<file path="src/core/qd_params.svh">
// named offsets, field positions, reset values and codes of the quadrature decoder
// assumes inclusion by bare name from design files
`ifndef QD_PARAMS_SVH
`define QD_PARAMS_SVH
// register byte offsets
`define QD_OFF_CTRL 8'h00
`define QD_OFF_FILT 8'h04
`define QD_OFF_POS 8'h08
`define QD_OFF_MAX 8'h0C
`define QD_OFF_STAT 8'h10
// control register fields
`define QD_B_ERR 15
`define QD_B_IDLE 13
`define QD_B_DIR 11
`define QD_F_MODE 10:8
`define QD_B_IDXRST 2
`define QD_B_DSRC 0
// filter control register fields
`define QD_F_MATCH 10:9
`define QD_B_ERRDIS 8
`define QD_B_FEN 7
`define QD_F_DIV 6:4
// status register fields
`define QD_B_IRQ 0
// mode field bits and codes
`define QD_M_ENC 2
`define QD_M_X4 1
`define QD_M_MAXRST 0
`define QD_M_TIMER 3'h1
// reset values and answers
`define QD_MAX_RST 16'hFFFF
`define QD_RESP_OK 2'h0
`define QD_RESP_ERR 2'h2
`endif

</file>
<file path="src/core/qd_pkg.sv">
// types of the quadrature decoder: the complete state record
// assumes qd_params.svh for the constants
`default_nettype none
package qd_pkg;
    // whole state of the decoder, channels packed as {index, b, a}
    typedef struct packed {
        logic [2:0] s1;
        logic [2:0] s2;
        logic [2:0] s3;
        logic [2:0] v;
        logic [2:0] h1;
        logic [2:0] h2;
        logic [2:0] fo;
        logic [2:0] prev;
        logic [6:0] div;
        logic err;
        logic idle_stop;
        logic dir;
        logic [2:0] mode;
        logic idx_rst_en;
        logic dsrc;
        logic [1:0] match;
        logic err_dis;
        logic flt_en;
        logic [2:0] fdiv;
        logic [15:0] pos;
        logic [15:0] maxc;
        logic irq;
        logic aw_rdy;
        logic w_rdy;
        logic [7:0] aw_addr;
        logic [31:0] w_data;
        logic [3:0] w_strb;
        logic bvalid;
        logic [1:0] bresp;
        logic ar_rdy;
        logic rvalid;
        logic [31:0] rdata;
        logic [1:0] rresp;
    } qd_state_t;
endpackage : qd_pkg
`default_nettype wire

</file>
<file path="src/core/qd_quad_decoder.sv">
// quadrature decoder: pin sync, noise filters, position counter, timer, axi4-lite slave
// assumes one 50 mhz clock; sleep and idle levels come from logic on that clock
//
// The address map and the AXI4-Lite slave port were decided locally.
`default_nettype none
`include "qd_params.svh"

module qd_quad_decoder
    import qd_pkg::*;
(
    // clock and reset
    input wire logic mclk,
    input wire logic resetn,
    // encoder pins
    input wire logic phase_a_input,
    input wire logic phase_b_input,
    input wire logic index_input,
    // power state
    input wire logic cpu_sleep,
    input wire logic cpu_idle,
    // status outputs
    output logic count_direction,
    output logic module_irq_flag,
    // axi4-lite write address
    input wire logic [7:0] s_axi_awaddr,
    input wire logic s_axi_awvalid,
    output logic s_axi_awready,
    // axi4-lite write data
    input wire logic [31:0] s_axi_wdata,
    input wire logic [3:0] s_axi_wstrb,
    input wire logic s_axi_wvalid,
    output logic s_axi_wready,
    // axi4-lite write response
    output logic [1:0] s_axi_bresp,
    output logic s_axi_bvalid,
    input wire logic s_axi_bready,
    // axi4-lite read
    input wire logic [7:0] s_axi_araddr,
    input wire logic s_axi_arvalid,
    output logic s_axi_arready,
    output logic [31:0] s_axi_rdata,
    output logic [1:0] s_axi_rresp,
    output logic s_axi_rvalid,
    input wire logic s_axi_rready
);

    //--------------------------------------------------
    // functions
    //--------------------------------------------------

    // byte-lane merge of a 16-bit register
    function automatic logic [15:0] merge(input logic [15:0] o, input logic [31:0] w,
                                          input logic [3:0] s);
        logic [15:0] r;
        r = o;
        if (s[0])
            r[7:0] = w[7:0];
        if (s[1])
            r[15:8] = w[15:8];
        return r;
    endfunction

    // control register word
    function automatic logic [15:0] ctl_word(input qd_state_t s);
        logic [15:0] r;
        r = 16'h0000;
        r[`QD_B_ERR] = s.err;
        r[`QD_B_IDLE] = s.idle_stop;
        r[`QD_B_DIR] = s.dir;
        r[`QD_F_MODE] = s.mode;
        r[`QD_B_IDXRST] = s.idx_rst_en;
        r[`QD_B_DSRC] = s.dsrc;
        return r;
    endfunction

    // filter control register word
    function automatic logic [15:0] flt_word(input qd_state_t s);
        logic [15:0] r;
        r = 16'h0000;
        r[`QD_F_MATCH] = s.match;
        r[`QD_B_ERRDIS] = s.err_dis;
        r[`QD_B_FEN] = s.flt_en;
        r[`QD_F_DIV] = s.fdiv;
        return r;
    endfunction

    //--------------------------------------------------
    // reset release
    //--------------------------------------------------

    logic [1:0] rst_s_q;
    logic rst_n;

    // two-stage release of the asynchronous reset
    always_ff @(posedge mclk or negedge resetn)
    begin
        if (!resetn)
        begin
            rst_s_q <= 2'h0;
        end
        else
        begin
            rst_s_q <= {rst_s_q[0], 1'b1};
        end
    end

    assign rst_n = rst_s_q[1];

    //--------------------------------------------------
    // derived terms
    //--------------------------------------------------

    qd_state_t q;
    qd_state_t d;
    logic run, tick, enc, x4, maxrst, timer;
    logic a, b, x, ea, eb, up, cnt_ev, idx_ev, idx_ok;
    logic t_ev, t_up, enc_err, wrap_ev, tmr_ev, do_wr, pos_wr;
    logic [2:0] agree, feq, sel;
    logic [6:0] div_lim;
    logic [7:0] wa, ra;
    logic [15:0] nxt, cw, fw;

    // halted in sleep, and in idle when stop bit set
    assign run = ~cpu_sleep & ~(cpu_idle & q.idle_stop);
    assign div_lim = (7'h01 << q.fdiv) - 7'h01;
    // at or past the limit, so a smaller divide takes effect at once
    assign tick = (q.div >= div_lim);
    assign agree = ~(q.s2 ^ q.s3);
    assign feq = ~(q.h1 ^ q.v) & ~(q.h2 ^ q.v);

    // filtered or synchronised channels
    assign sel = q.flt_en ? q.fo : q.v;
    assign a = sel[0];
    assign b = sel[1];
    assign x = sel[2];
    assign ea = a ^ q.prev[0];
    assign eb = b ^ q.prev[1];

    // mode decode
    assign enc = q.mode[`QD_M_ENC];
    assign x4 = q.mode[`QD_M_X4];
    assign maxrst = q.mode[`QD_M_MAXRST];
    assign timer = (q.mode == `QD_M_TIMER);

    // quadrature direction and count pulse
    assign up = ea ? (a ^ b) : ~(a ^ b);
    assign cnt_ev = run & enc & (x4 ? (ea ^ eb) : (ea & ~eb));
    assign idx_ok = x4 ? (b == q.match[1] && a == q.match[0])
                       : ((q.match[1] ? b : a) == q.match[0]);
    assign idx_ev = run & enc & ~maxrst & x & ~q.prev[2] & idx_ok;
    assign nxt = up ? q.pos + 16'h0001 : q.pos - 16'h0001;

    // count error only in index modes
    assign enc_err = cnt_ev & ~maxrst & (up ? (nxt == q.maxc + 16'h0001)
                                            : (nxt == `QD_MAX_RST));
    assign wrap_ev = cnt_ev & maxrst & (up ? (q.pos == q.maxc) : (q.pos == 16'h0000));

    // timer steps on synchronised rising edge of phase a
    assign t_ev = run & timer & a & ~q.prev[0];
    assign t_up = q.dsrc ? b : q.dir;
    assign tmr_ev = t_ev & (t_up ? (q.pos == q.maxc) : (q.pos == 16'h0000));

    // bus write decode
    assign do_wr = ~q.aw_rdy & ~q.w_rdy & ~q.bvalid;
    assign wa = {q.aw_addr[7:2], 2'h0};
    assign ra = {s_axi_araddr[7:2], 2'h0};
    assign pos_wr = do_wr && (wa == `QD_OFF_POS);
    assign cw = merge(ctl_word(q), q.w_data, q.w_strb);
    assign fw = merge(flt_word(q), q.w_data, q.w_strb);

    //--------------------------------------------------
    // next state
    //--------------------------------------------------

    always_comb
    begin
        d = q;
        // three-stage pin synchroniser
        d.s1 = {index_input, phase_b_input, phase_a_input};
        d.s2 = q.s1;
        d.s3 = q.s2;
        d.v = (agree & q.s3) | (~agree & q.v);
        // filter clock and three-sample filter
        if (run)
        begin
            d.div = tick ? 7'h00 : q.div + 7'h01;
            if (tick)
            begin
                d.h1 = q.v;
                d.h2 = q.h1;
                d.fo = (feq & q.v) | (~feq & q.fo);
            end
            d.prev = sel;
        end
        // axi write channels
        if (s_axi_awvalid && q.aw_rdy)
        begin
            d.aw_addr = s_axi_awaddr;
            d.aw_rdy = 1'b0;
        end
        if (s_axi_wvalid && q.w_rdy)
        begin
            d.w_data = s_axi_wdata;
            d.w_strb = s_axi_wstrb;
            d.w_rdy = 1'b0;
        end
        if (q.bvalid && s_axi_bready)
        begin
            d.bvalid = 1'b0;
            d.aw_rdy = 1'b1;
            d.w_rdy = 1'b1;
        end
        // register write, mode change leaves count alone
        if (do_wr)
        begin
            d.bvalid = 1'b1;
            d.bresp = `QD_RESP_OK;
            if (wa == `QD_OFF_CTRL)
            begin
                d.err = cw[`QD_B_ERR];
                d.idle_stop = cw[`QD_B_IDLE];
                d.mode = cw[`QD_F_MODE];
                d.idx_rst_en = cw[`QD_B_IDXRST];
                d.dsrc = cw[`QD_B_DSRC];
                if (!enc)
                begin
                    d.dir = cw[`QD_B_DIR];
                end
            end
            else if (wa == `QD_OFF_FILT)
            begin
                d.match = fw[`QD_F_MATCH];
                d.err_dis = fw[`QD_B_ERRDIS];
                d.flt_en = fw[`QD_B_FEN];
                d.fdiv = fw[`QD_F_DIV];
            end
            else if (wa == `QD_OFF_POS)
                d.pos = q.pos;
            else if (wa == `QD_OFF_MAX)
                d.maxc = merge(q.maxc, q.w_data, q.w_strb);
            else if (wa == `QD_OFF_STAT)
            begin
                if (q.w_strb[0] && q.w_data[`QD_B_IRQ])
                    d.irq = 1'b0;
            end
            else
                d.bresp = `QD_RESP_ERR;
        end
        // encoder counting, index clear has priority
        if (idx_ev && q.idx_rst_en)
            d.pos = 16'h0000;
        else if (cnt_ev)
            d.pos = wrap_ev ? (up ? 16'h0000 : q.maxc) : nxt;
        if (cnt_ev)
            d.dir = up;
        // timer counting against the period, pin direction mirrored
        if (t_ev)
            d.pos = tmr_ev ? (t_up ? 16'h0000 : q.maxc)
                           : (t_up ? q.pos + 16'h0001 : q.pos - 16'h0001);
        if (run && timer && q.dsrc)
            d.dir = b;
        // sticky flags, set beats clear
        if (enc_err)
            d.err = 1'b1;
        if (wrap_ev || idx_ev || (enc_err && !q.err_dis) || tmr_ev)
            d.irq = 1'b1;
        // software write of the count wins over counting
        if (pos_wr)
            d.pos = merge(q.pos, q.w_data, q.w_strb);
        // axi read channel
        if (q.rvalid && s_axi_rready)
        begin
            d.rvalid = 1'b0;
            d.ar_rdy = 1'b1;
        end
        if (s_axi_arvalid && q.ar_rdy)
        begin
            d.ar_rdy = 1'b0;
            d.rvalid = 1'b1;
            d.rresp = `QD_RESP_OK;
            d.rdata = 32'h00000000;
            if (ra == `QD_OFF_CTRL)
                d.rdata[15:0] = ctl_word(q);
            else if (ra == `QD_OFF_FILT)
                d.rdata[15:0] = flt_word(q);
            else if (ra == `QD_OFF_POS)
                d.rdata[15:0] = q.pos;
            else if (ra == `QD_OFF_MAX)
                d.rdata[15:0] = q.maxc;
            else if (ra == `QD_OFF_STAT)
                d.rdata[`QD_B_IRQ] = q.irq;
            else
                d.rresp = `QD_RESP_ERR;
        end
    end

    // state register, filters off at reset
    always_ff @(posedge mclk or negedge rst_n)
    begin
        if (!rst_n)
        begin
            q <= '0;
            q.maxc <= `QD_MAX_RST;
            q.aw_rdy <= 1'b1;
            q.w_rdy <= 1'b1;
            q.ar_rdy <= 1'b1;
        end
        else
        begin
            q <= d;
        end
    end

    //--------------------------------------------------
    // outputs
    //--------------------------------------------------

    assign count_direction = q.dir;
    assign module_irq_flag = q.irq;
    assign s_axi_awready = q.aw_rdy;
    assign s_axi_wready = q.w_rdy;
    assign s_axi_bvalid = q.bvalid;
    assign s_axi_bresp = q.bresp;
    assign s_axi_arready = q.ar_rdy;
    assign s_axi_rvalid = q.rvalid;
    assign s_axi_rdata = q.rdata;
    assign s_axi_rresp = q.rresp;
endmodule // qd_quad_decoder
`default_nettype wire

</file>
<file path="config.mk">
export PLATFORM = sky130hd
export DESIGN_NAME = qd_quad_decoder
export DESIGN_NICKNAME = d
export VERILOG_FILES = /design/src/core/qd_pkg.sv /design/src/core/qd_quad_decoder.sv
export VERILOG_INCLUDE_DIRS = /design/src /design/src/core
export SDC_FILE = /design/constraint.sdc
export NUM_CORES = 1
export LEC_CHECK = 0
export ABC_CLOCK_PERIOD_IN_PS = 3800
export BUFFER_PORTS_ARGS = -buffer_cell sky130_fd_sc_hd__buf_2
export CORE_MARGIN = 2
export CORE_UTILIZATION = 53
export DETAILED_ROUTE_END_ITERATION = 12
export GPL_ROUTABILITY_DRIVEN = 0
export PLACE_DENSITY = 0.77
export SKIP_LAST_GASP = 1
export SYNTH_ARGS = -nofsm -noshare
export SYNTH_HDL_FRONTEND = slang
export SYNTH_SLANG_ARGS = --single-unit
</file>
<file path="constraint.sdc">
create_clock -name mclk -period 3.8 [get_ports mclk]
set_input_delay 0.76 -clock mclk [delete_from_list [all_inputs] [get_ports mclk]]
set_output_delay 0.76 -clock mclk [all_outputs]
set_load 0.01 [all_outputs]
</file>
==> results of run 1 <==
routing by layer:
| metal | global-route usage (%) | up-vias |
|---|---|---|
| met4 | 11.5 | 0 |
| met5 | 0 | - |
| met2 | 44.5 | 424 |
| li1 | - | 3298 |
| met1 | 38.7 | 3574 |
| met3 | 7.49 | 78 |
path summary, 6_finish.rpt:
path	cells past startpoint	slack [ns]	to
setup / recovery	10	0.38	module_irq_flag
hold / removal	1	0.11	rst_s_q[0]
setup reg to reg	10	0.38	module_irq_flag
hold reg to reg	0	0.35	d[155]
max in group asynchronous	1	2.57	q[90]
min in group mclk	0	0.35	d[155]
kinds of logic (layout without fill, tap and decap cells):
family / after synthesis / after routing / share of synthesized area (%)
simple gates: 268 / 268 / 16.2
compound gates: 206 / 206 / 15.1
flops: 128 / 128 / 37.9
buf+inv: 121 / 147 / 7.26
mux: 99 / 99 / 13.0
xor+xnor: 76 / 76 / 8.14
fa+ha+maj: 16 / 16 / 2.26
other cells: 2 / 20 / 0.0882
power by group through the flow:
stage                     Combinational [mW]  Sequential [mW]  Clock [mW]
after CTS                               3.31             2.64        1.89
after detailed placement                3.25             2.66           0
after global routing                    3.68             2.74        1.96
final                                   3.37             2.69        1.88
after floorplan                         2.77             2.20           0
after global placement                  3.17             2.63           0
area by class of cell:
type                       count  area share (%)
timing repair buffer          97            6.01
clock buffer                  19            4.63
antenna                        1          0.0261
inverter                      18           0.706
sequential                   128            33.7
multi-input combinational    684            49.6
clock inverter                13            2.46
tap                          216            2.82
placed cells by master, fill, tap and decap left out, drive strengths merged, types with 5 or more instances in the layout:
cell type	count
a21o	6
a21oi	40
a221oi	6
a22oi	16
and2	5
and3	12
and4	6
buf	97
bufinv	6
clkbuf	19
conb	19
dfrtp	109
dfstp	19
ha	13
inv	19
mux2	66
mux2i	30
nand2	91
nand3	18
nand3b	5
nand4	18
nor2	45
nor3	24
nor4	9
o21ai	85
o22ai	8
or3	9
or4	7
xnor2	40
xor2	34
sequential cells by signal, summed over array words and instances, names as in the netlist, named ones only:
register,flops
enc,1
count_direction,1
s_axi_rresp,1
rst_s_q,2
q,87
s_axi_awready,1
module_irq_flag,1
s_axi_bvalid,1
s_axi_rdata,16
s_axi_rvalid,1
d,6
s_axi_arready,1
maxrst,1
s_axi_wready,1
s_axi_bresp,1
==> run summary, run 1 <==
The tools report the worst hold slack across all endpoints as 0.114 ns. In the global route stage, overall resource usage came out at 28.7%. The total detailed-routing wirelength is 23500 um, and the synthesized instance count is 916. On the critical path, the stage with the largest delay is an instance of sky130_fd_sc_hd__dfrtp_1. The number of buffers inserted by port buffering is 66, and the cell count after placement is 1143.

In this run switching power makes up 41.5% of total power. The combined buffer and inverter count along the critical path is 1, and the overflow left after global routing is 0. The power density normalized to cell area is 828 nW/um2. The buffer depth of the longest clock path came out at 2.

The total negative slack is 0 ns, and the number of flops mapped to enable cells by yosys is 0. From synthesis to final layout, the design area changed by 12.5%. The cell type with the highest aggregate area in the netlist is sky130_fd_sc_hd__dfrtp_1. The internal power of the cells totals 4.64 mW.

The routed wire length on met3 was 2320 um. The worst slew slack as a fraction of its limit came out at 41.2%. The run gives 10700 um as the met2 routed wirelength. In the synthesized netlist the dominant register cell turns out to be sky130_fd_sc_hd__dfrtp_1. For the leakage power, the log shows 4.09 nW. CTS saw 128 sinks. The launch point of the worst reg-to-reg path is q[103]. The root buffer cell was sky130_fd_sc_hd__clkbuf_16.

The setup slack at placement was 0.491 ns; the clock group share of total power was 23.6%. The clock arrives with 0.0109 ns of skew. Wire length per cell: 20.0 um.

The tools report the count of routing violations after the opening detailed-route iteration as 949. The tools report the iteration count of the initial detailed-routing pass as 5. The tools report the yosys synthesis warning count as 0. The pin slew with the least headroom to its limit came out at 0.880 ns. TritonCTS built the clock tree. The run gives 3.29 mW as the net switching component of the power. Synthesis inferred 128 register bits. The post-route minimum period was 3.42 ns. The worst setup path is launched from a flop. In this run, CTS created clock tree buffers numbering 17.

The signal on the critical path passes through ha_1, nand3_1, nor2_1, nor4b_1, buf_4, xnor3_1, o41ai_1, o21ai_0, or4_4, o21ai_2. Final antenna-violating net count: 0. The HPWL after detailed placement is 16500 um. Insertion delay to the later sink of the worst-skew pair: 0.42 ns.

Setup repair after global routing left no endpoint under its margin. STA classifies the critical path endpoint as a flop. The detailed router placed 7374 vias in this run. Cell row count: 46. The total power after layout is 7.93 mW, and the final layout net count is 1023. The critical path starts at q[103].

The final number of max-transition violations is 0, and the final setup violation count is 0. Of the cells placed in the final design, the portion with a size suffix greater than 1 is 24.5%. The area occupied by multi-input gates is 4750 um2, and the average vias per placed instance is 6.27.

Area fraction of the dominant cell type after synthesis: 32.0%. The worst hold path class is primary input to asynchronous set/reset pin. The worst-case vdd ir drop is 0.692 mV.

In this design, the largest share of critical-path delay is due to simple AND/OR/NAND/NOR gates. The run gives 4.15 ns as the required time at the worst-slack endpoint. In this run, post-CTS hold repair placed 0 buffers. The uppermost layer routed was met4.

The end-of-flow core utilization is 60.7%, and the share of power burned in combinational logic is 42.5%. Data arrives at the worst endpoint at 3.77 ns. The number of buffers inserted to repair setup after CTS was 0.

Clock-pin slew was measured on the worst setup and hold paths at 0.06 ns. In the final routing, the length of wire on met1 measures 9670 um. The initial antenna violation count is 1. For the number of levels in the clock H-tree, the log shows 4. Once the floorplan was initialized, standard cells occupied 54.0% of the core. The worst setup path is of the flop to flop kind. The first global-routing pass estimated 37500 um of wire. The core footprint was 15800 um2.

After synthesis, the cell types taking the most area are sky130_fd_sc_hd__dfrtp_1 32%, sky130_fd_sc_hd__mux2_2 8.6%, sky130_fd_sc_hd__dfstp_2 5.9%. The run gives 37.9% as the sequential cell area fraction in the yosys report. Max-cap violations in this run came to 0. Excluding fillers, the count of instances in the completed layout stands at 1176. Summing every instance area after synthesis gives 8510 um2. For the sequential cell area, the log shows 3230 um2. For this run, design rule violations remaining after detail routing come to 0. The logs give 0 for the post-cts resize count and 33.9% for the sequential share of power. Fill cells in the final layout number 1308. Of all flip-flops after synthesis, the portion carrying an async set or reset was 100%. For the number of endpoints with negative hold slack in the final report, the log shows 0. Entering global routing, the biggest net connects 75 pins.

The minimum setup slack in the final design was 0.376 ns. The tools report the number of global-route vias before repair as 6999. Based on the critical path, the design can be clocked at up to 292 MHz. The run finished with clean final reports. The tools report the count of unique library cells instantiated by Yosys as 76.

By count the netlist is led by 109 x sky130_fd_sc_hd__dfrtp_1, 91 x sky130_fd_sc_hd__nand2_1, 74 x sky130_fd_sc_hd__o21ai_0, 65 x sky130_fd_sc_hd__mux2_2, 54 x sky130_fd_sc_hd__clkbuf_1. The placed instances occupy a cell area of 8890 um2. After routing the design area is 9580 um2. The critical path's largest stage delay was 0.57 ns; the die span in y was 131 um. Dividing the synthesized area by the synthesized cell count gives 9.30 um2. The horizontal extent of the die was 131 um; the I/O pin count was 107.

Of the available clock period, the critical path in the final layout requires 90.1%. The most common cell in the synthesized netlist is sky130_fd_sc_hd__dfrtp_1. In this run the worst path has a maximum fanout of 11. The floorplan step defined a die boundary enclosing 17100 um2.
(Power assumes the default switching activity.)
==> run 2: changes to the inputs <==
Settings changed: GPL_TIMING_DRIVEN set to 0, SLEW_MARGIN set to 20.
==> run 2 against run 1 <==
  * Via count grew 3.3%
  * Power fell by 1.1%
  * Non-clock buffer count is 71 higher
  * Global-route usage rose by 1.0 points
  * First-iteration DRC count rose by 21%
  * Worst setup slack worse by 0.27 ns
  * Largest power group unchanged
==> run summary, run 2 (synthesis gave the netlist of run 1 again) <==
The run gives 0 (unchanged) as the post-route DRC violation count. The flip-flop count of the largest register, all copies and words added is 87 (unchanged), and the estimated wirelength of the detail-placed design is 17900 um (+8.3%). The instance area at placement is 9230 um2 (+3.7%). The minimum setup slack in the final design was 0.107 ns (-0.269 ns). The logic depth of the worst register-to-register path was 10 (unchanged); the die span in y was 131 um (unchanged). The tools report the overflow left after global routing as 0 (unchanged).

The library cell used most frequently in the layout, excluding fill and tap cells, is sky130_fd_sc_hd__dfrtp_1. Setup repair after global routing could not meet its margin everywhere. Cell class contributing the biggest share of worst-path delay: simple AND/OR/NAND/NOR gates. From synthesis to final layout, the design area changed by 15.6%. The worst register-to-register path ends at module_irq_flag. The worst hold path belongs to the class primary input to asynchronous set/reset pin. The core footprint came out at 15800 um2 (unchanged).

The combined buffer and inverter count along the critical path was 2 (+1). The worst setup path is launched from a flop. The critical path startpoint was q[93]. The startpoint identified for the worst register-to-register timing path is q[93].

The final layout net count was 1094 (+6.9%). The run gives 4.04 ns (+0.27 ns) as the critical path data arrival time. The run finished with clean final reports.

The layout cell share with drive strength beyond 1 works out to 24.4% (-0.14 points). The number of buffers inserted by port buffering is 65 (-1.5%). Total power after layout: 7.84 mW (-1.1%). The setup slack at placement was -0.317 ns (-0.808 ns); the final antenna-violating net count was 0 (unchanged). The top cell types in the final layout, fill and taps aside, are 108 x sky130_fd_sc_hd__dfrtp_1, 91 x sky130_fd_sc_hd__nand2_1, 74 x sky130_fd_sc_hd__o21ai_0. Wire length per cell: 19.4 um (-2.7%).

The horizontal extent of the die came out at 131 um (unchanged). The tools report the net switching component of the power as 3.35 mW (+1.8%). The depth of the critical timing path with buffers and inverters included is 10 (unchanged). The top register by number of flip-flops is q.

The count of routing violations after the opening detailed-route iteration was 1151 (+21%); the post-route minimum period was 3.69 ns (+0.269 ns). The slowest stage of the critical path belongs to the cell sky130_fd_sc_hd__or4_4. The number of hold buffers added after cts was 0 (unchanged). The final number of max-transition violations was 0 (unchanged).

Root buffer cell: sky130_fd_sc_hd__clkbuf_16. The logs give 7620 (+3.3%) for the vias after detailed routing and 107 (unchanged) for the I/O pin count. The highest clock frequency the design can meet was 271 MHz (-7.3%); the power density normalized to cell area was 797 nW/um2 (-3.8%). The number of levels in the clock H-tree came out at 4 (unchanged).

The run gives 0.526 mV (-24%) as the worst-case vdd ir drop. The required time at the worst-slack endpoint came out at 4.15 ns (about the same). Path type of the worst setup path: flop to flop.

The tools report the leakage power as 4.22 nW (+3.2%). The number of filler cells placed in the layout came out at 1341 (+2.5%). The run gives 38300 um (+2.2%) as the global-route wire length before repair.

For the buffer depth of the longest clock path, the log shows 2 (unchanged). The internal power component was 4.49 mW (-3.3%); the initial standard-cell utilization of the core was 54.0% (unchanged). For the number of buffers inserted to repair setup after CTS, the log shows 0 (unchanged).

The tools report the number of clock sinks as 128 (unchanged). Average vias per placed instance: 6.12 (-2.5%). The period utilization was 97.2% (+7.1 points); the total track usage was 29.7% (+1.0 points). TritonCTS built the clock tree. Number of endpoints with negative hold slack in the final report: 0 (unchanged). STA classifies the critical path endpoint as a flop.

The clock-pin slew on the worst setup and hold paths came out at 0.06 ns (about the same). The maximum number of pins on one net before global-route repair came out at 59 (-21%). For the clock group share of total power, the log shows 21.1% (-2.5 points). The logs give 17100 um2 (unchanged) for the full die area and 48.4% (+5.9 points) for the share of power burned in combinational logic. The tools report the worst slew slack as a fraction of its limit as 37.2% (-4.0 points).

The number of global-route vias before repair was 7109 (+1.6%). The maximum fanout encountered on the critical timing path is 8 (-3), and the initial antenna violation count is 0 (-1). The number of buffers created by CTS was 17 (unchanged). The logs give 0 (unchanged) for the final setup violation count and 24200 um (+3.1%) for the total detailed-routing wirelength. The cell row count is 46 (unchanged), and the switching power share of the total is 42.7% (+1.3 points). The pin slew with the least headroom to its limit was 0.928 ns (+0.0487 ns); the critical path's largest stage delay was 0.60 ns (+0.03 ns).

Capture point of the critical path: module_irq_flag. The logs give 0.00755 ns (-0.00333 ns) for the worst clock skew and 30.5% (-3.4 points) for the sequential share of power. The total non-filler cell area in the finished layout came out at 9840 um2 (+2.8%).

The flop-to-flop setup slack is 0.11 ns (-0.27 ns). The critical path goes through clkbuf_1, and4_1, clkbuf_1, nand4_1, o21a_1, or4_4, a221oi_2, o221ai_1, or4_4, o21ai_2. The run gives 0.112 ns (-0.00199 ns) as the worst hold slack across all endpoints.

The logs give 6 (+1) for the iteration count of the initial detailed-routing pass and 0.42 ns (about the same) for the insertion delay to the later sink of the worst-skew pair. Max-capacitance violation count: 0 (unchanged). The run gives 0 (-1) as the number of diodes added for antenna fixing.
## run 2: area by class of cell
type	instances	area [um2]	share of cell area (%)
inverter	18	67.6	0.686
timing repair buffer	67	373	3.79
clock inverter	8	101	1.03
buffer	101	546	5.54
multi-input combinational	684	4740	48.2
sequential	128	3230	32.8
tap	216	270	2.75
clock buffer	24	512	5.20
## run 2: through the flow
step                      util, %  instances  TNS (ns)
final                        62.4       1246         0
after global routing         62.4       1246  -0.00989
after CTS                    62.4       1248         0
after detailed placement     58.5       1216     -2.43
after global placement       58.2       1214   -142.43
after floorplan                 -        933         0
## run 2: worst min path at each step
stage | cells after the start | start | slack [ns] | end
3_5_place_dp | 0 | rst_s_q[1] | 0.28 | s_axi_bresp[1]
6_report | 1 | resetn | 0.11 | rst_s_q[1]
4_1_cts | 1 | resetn | 0.10 | rst_s_q[0]
3_3_place_gp | 0 | d[158] | 0.33 | d[155]
2_1_floorplan | 0 | d[158] | 0.33 | d[155]
5_1_grt | 1 | resetn | 0.1 | rst_s_q[0]
## run 2: power groups by stage
stage	Combinational, mW	Clock, mW	Sequential [mW]
after detailed placement	3.69	0	2.35
after floorplan	2.77	0	2.20
after CTS	3.72	1.68	2.34
after global routing	4.12	1.74	2.44
final	3.80	1.66	2.39
after global placement	3.57	0	2.35
## run 2: what timing repair did
item                       CTS  global route
hold endpoints to repair     0             0
resized for setup            2             3
setup endpoints to repair   10            14
## run 2: metal layers
metal | GRT usage [%] | up-vias | share of wire, %
met5 | 0 | - | 0
met4 | 13.6 | 0 | 4.0
met3 | 6.43 | 81 | 11
met2 | 45.1 | 497 | 44
met1 | 41.0 | 3596 | 41
li1 | - | 3446 | -
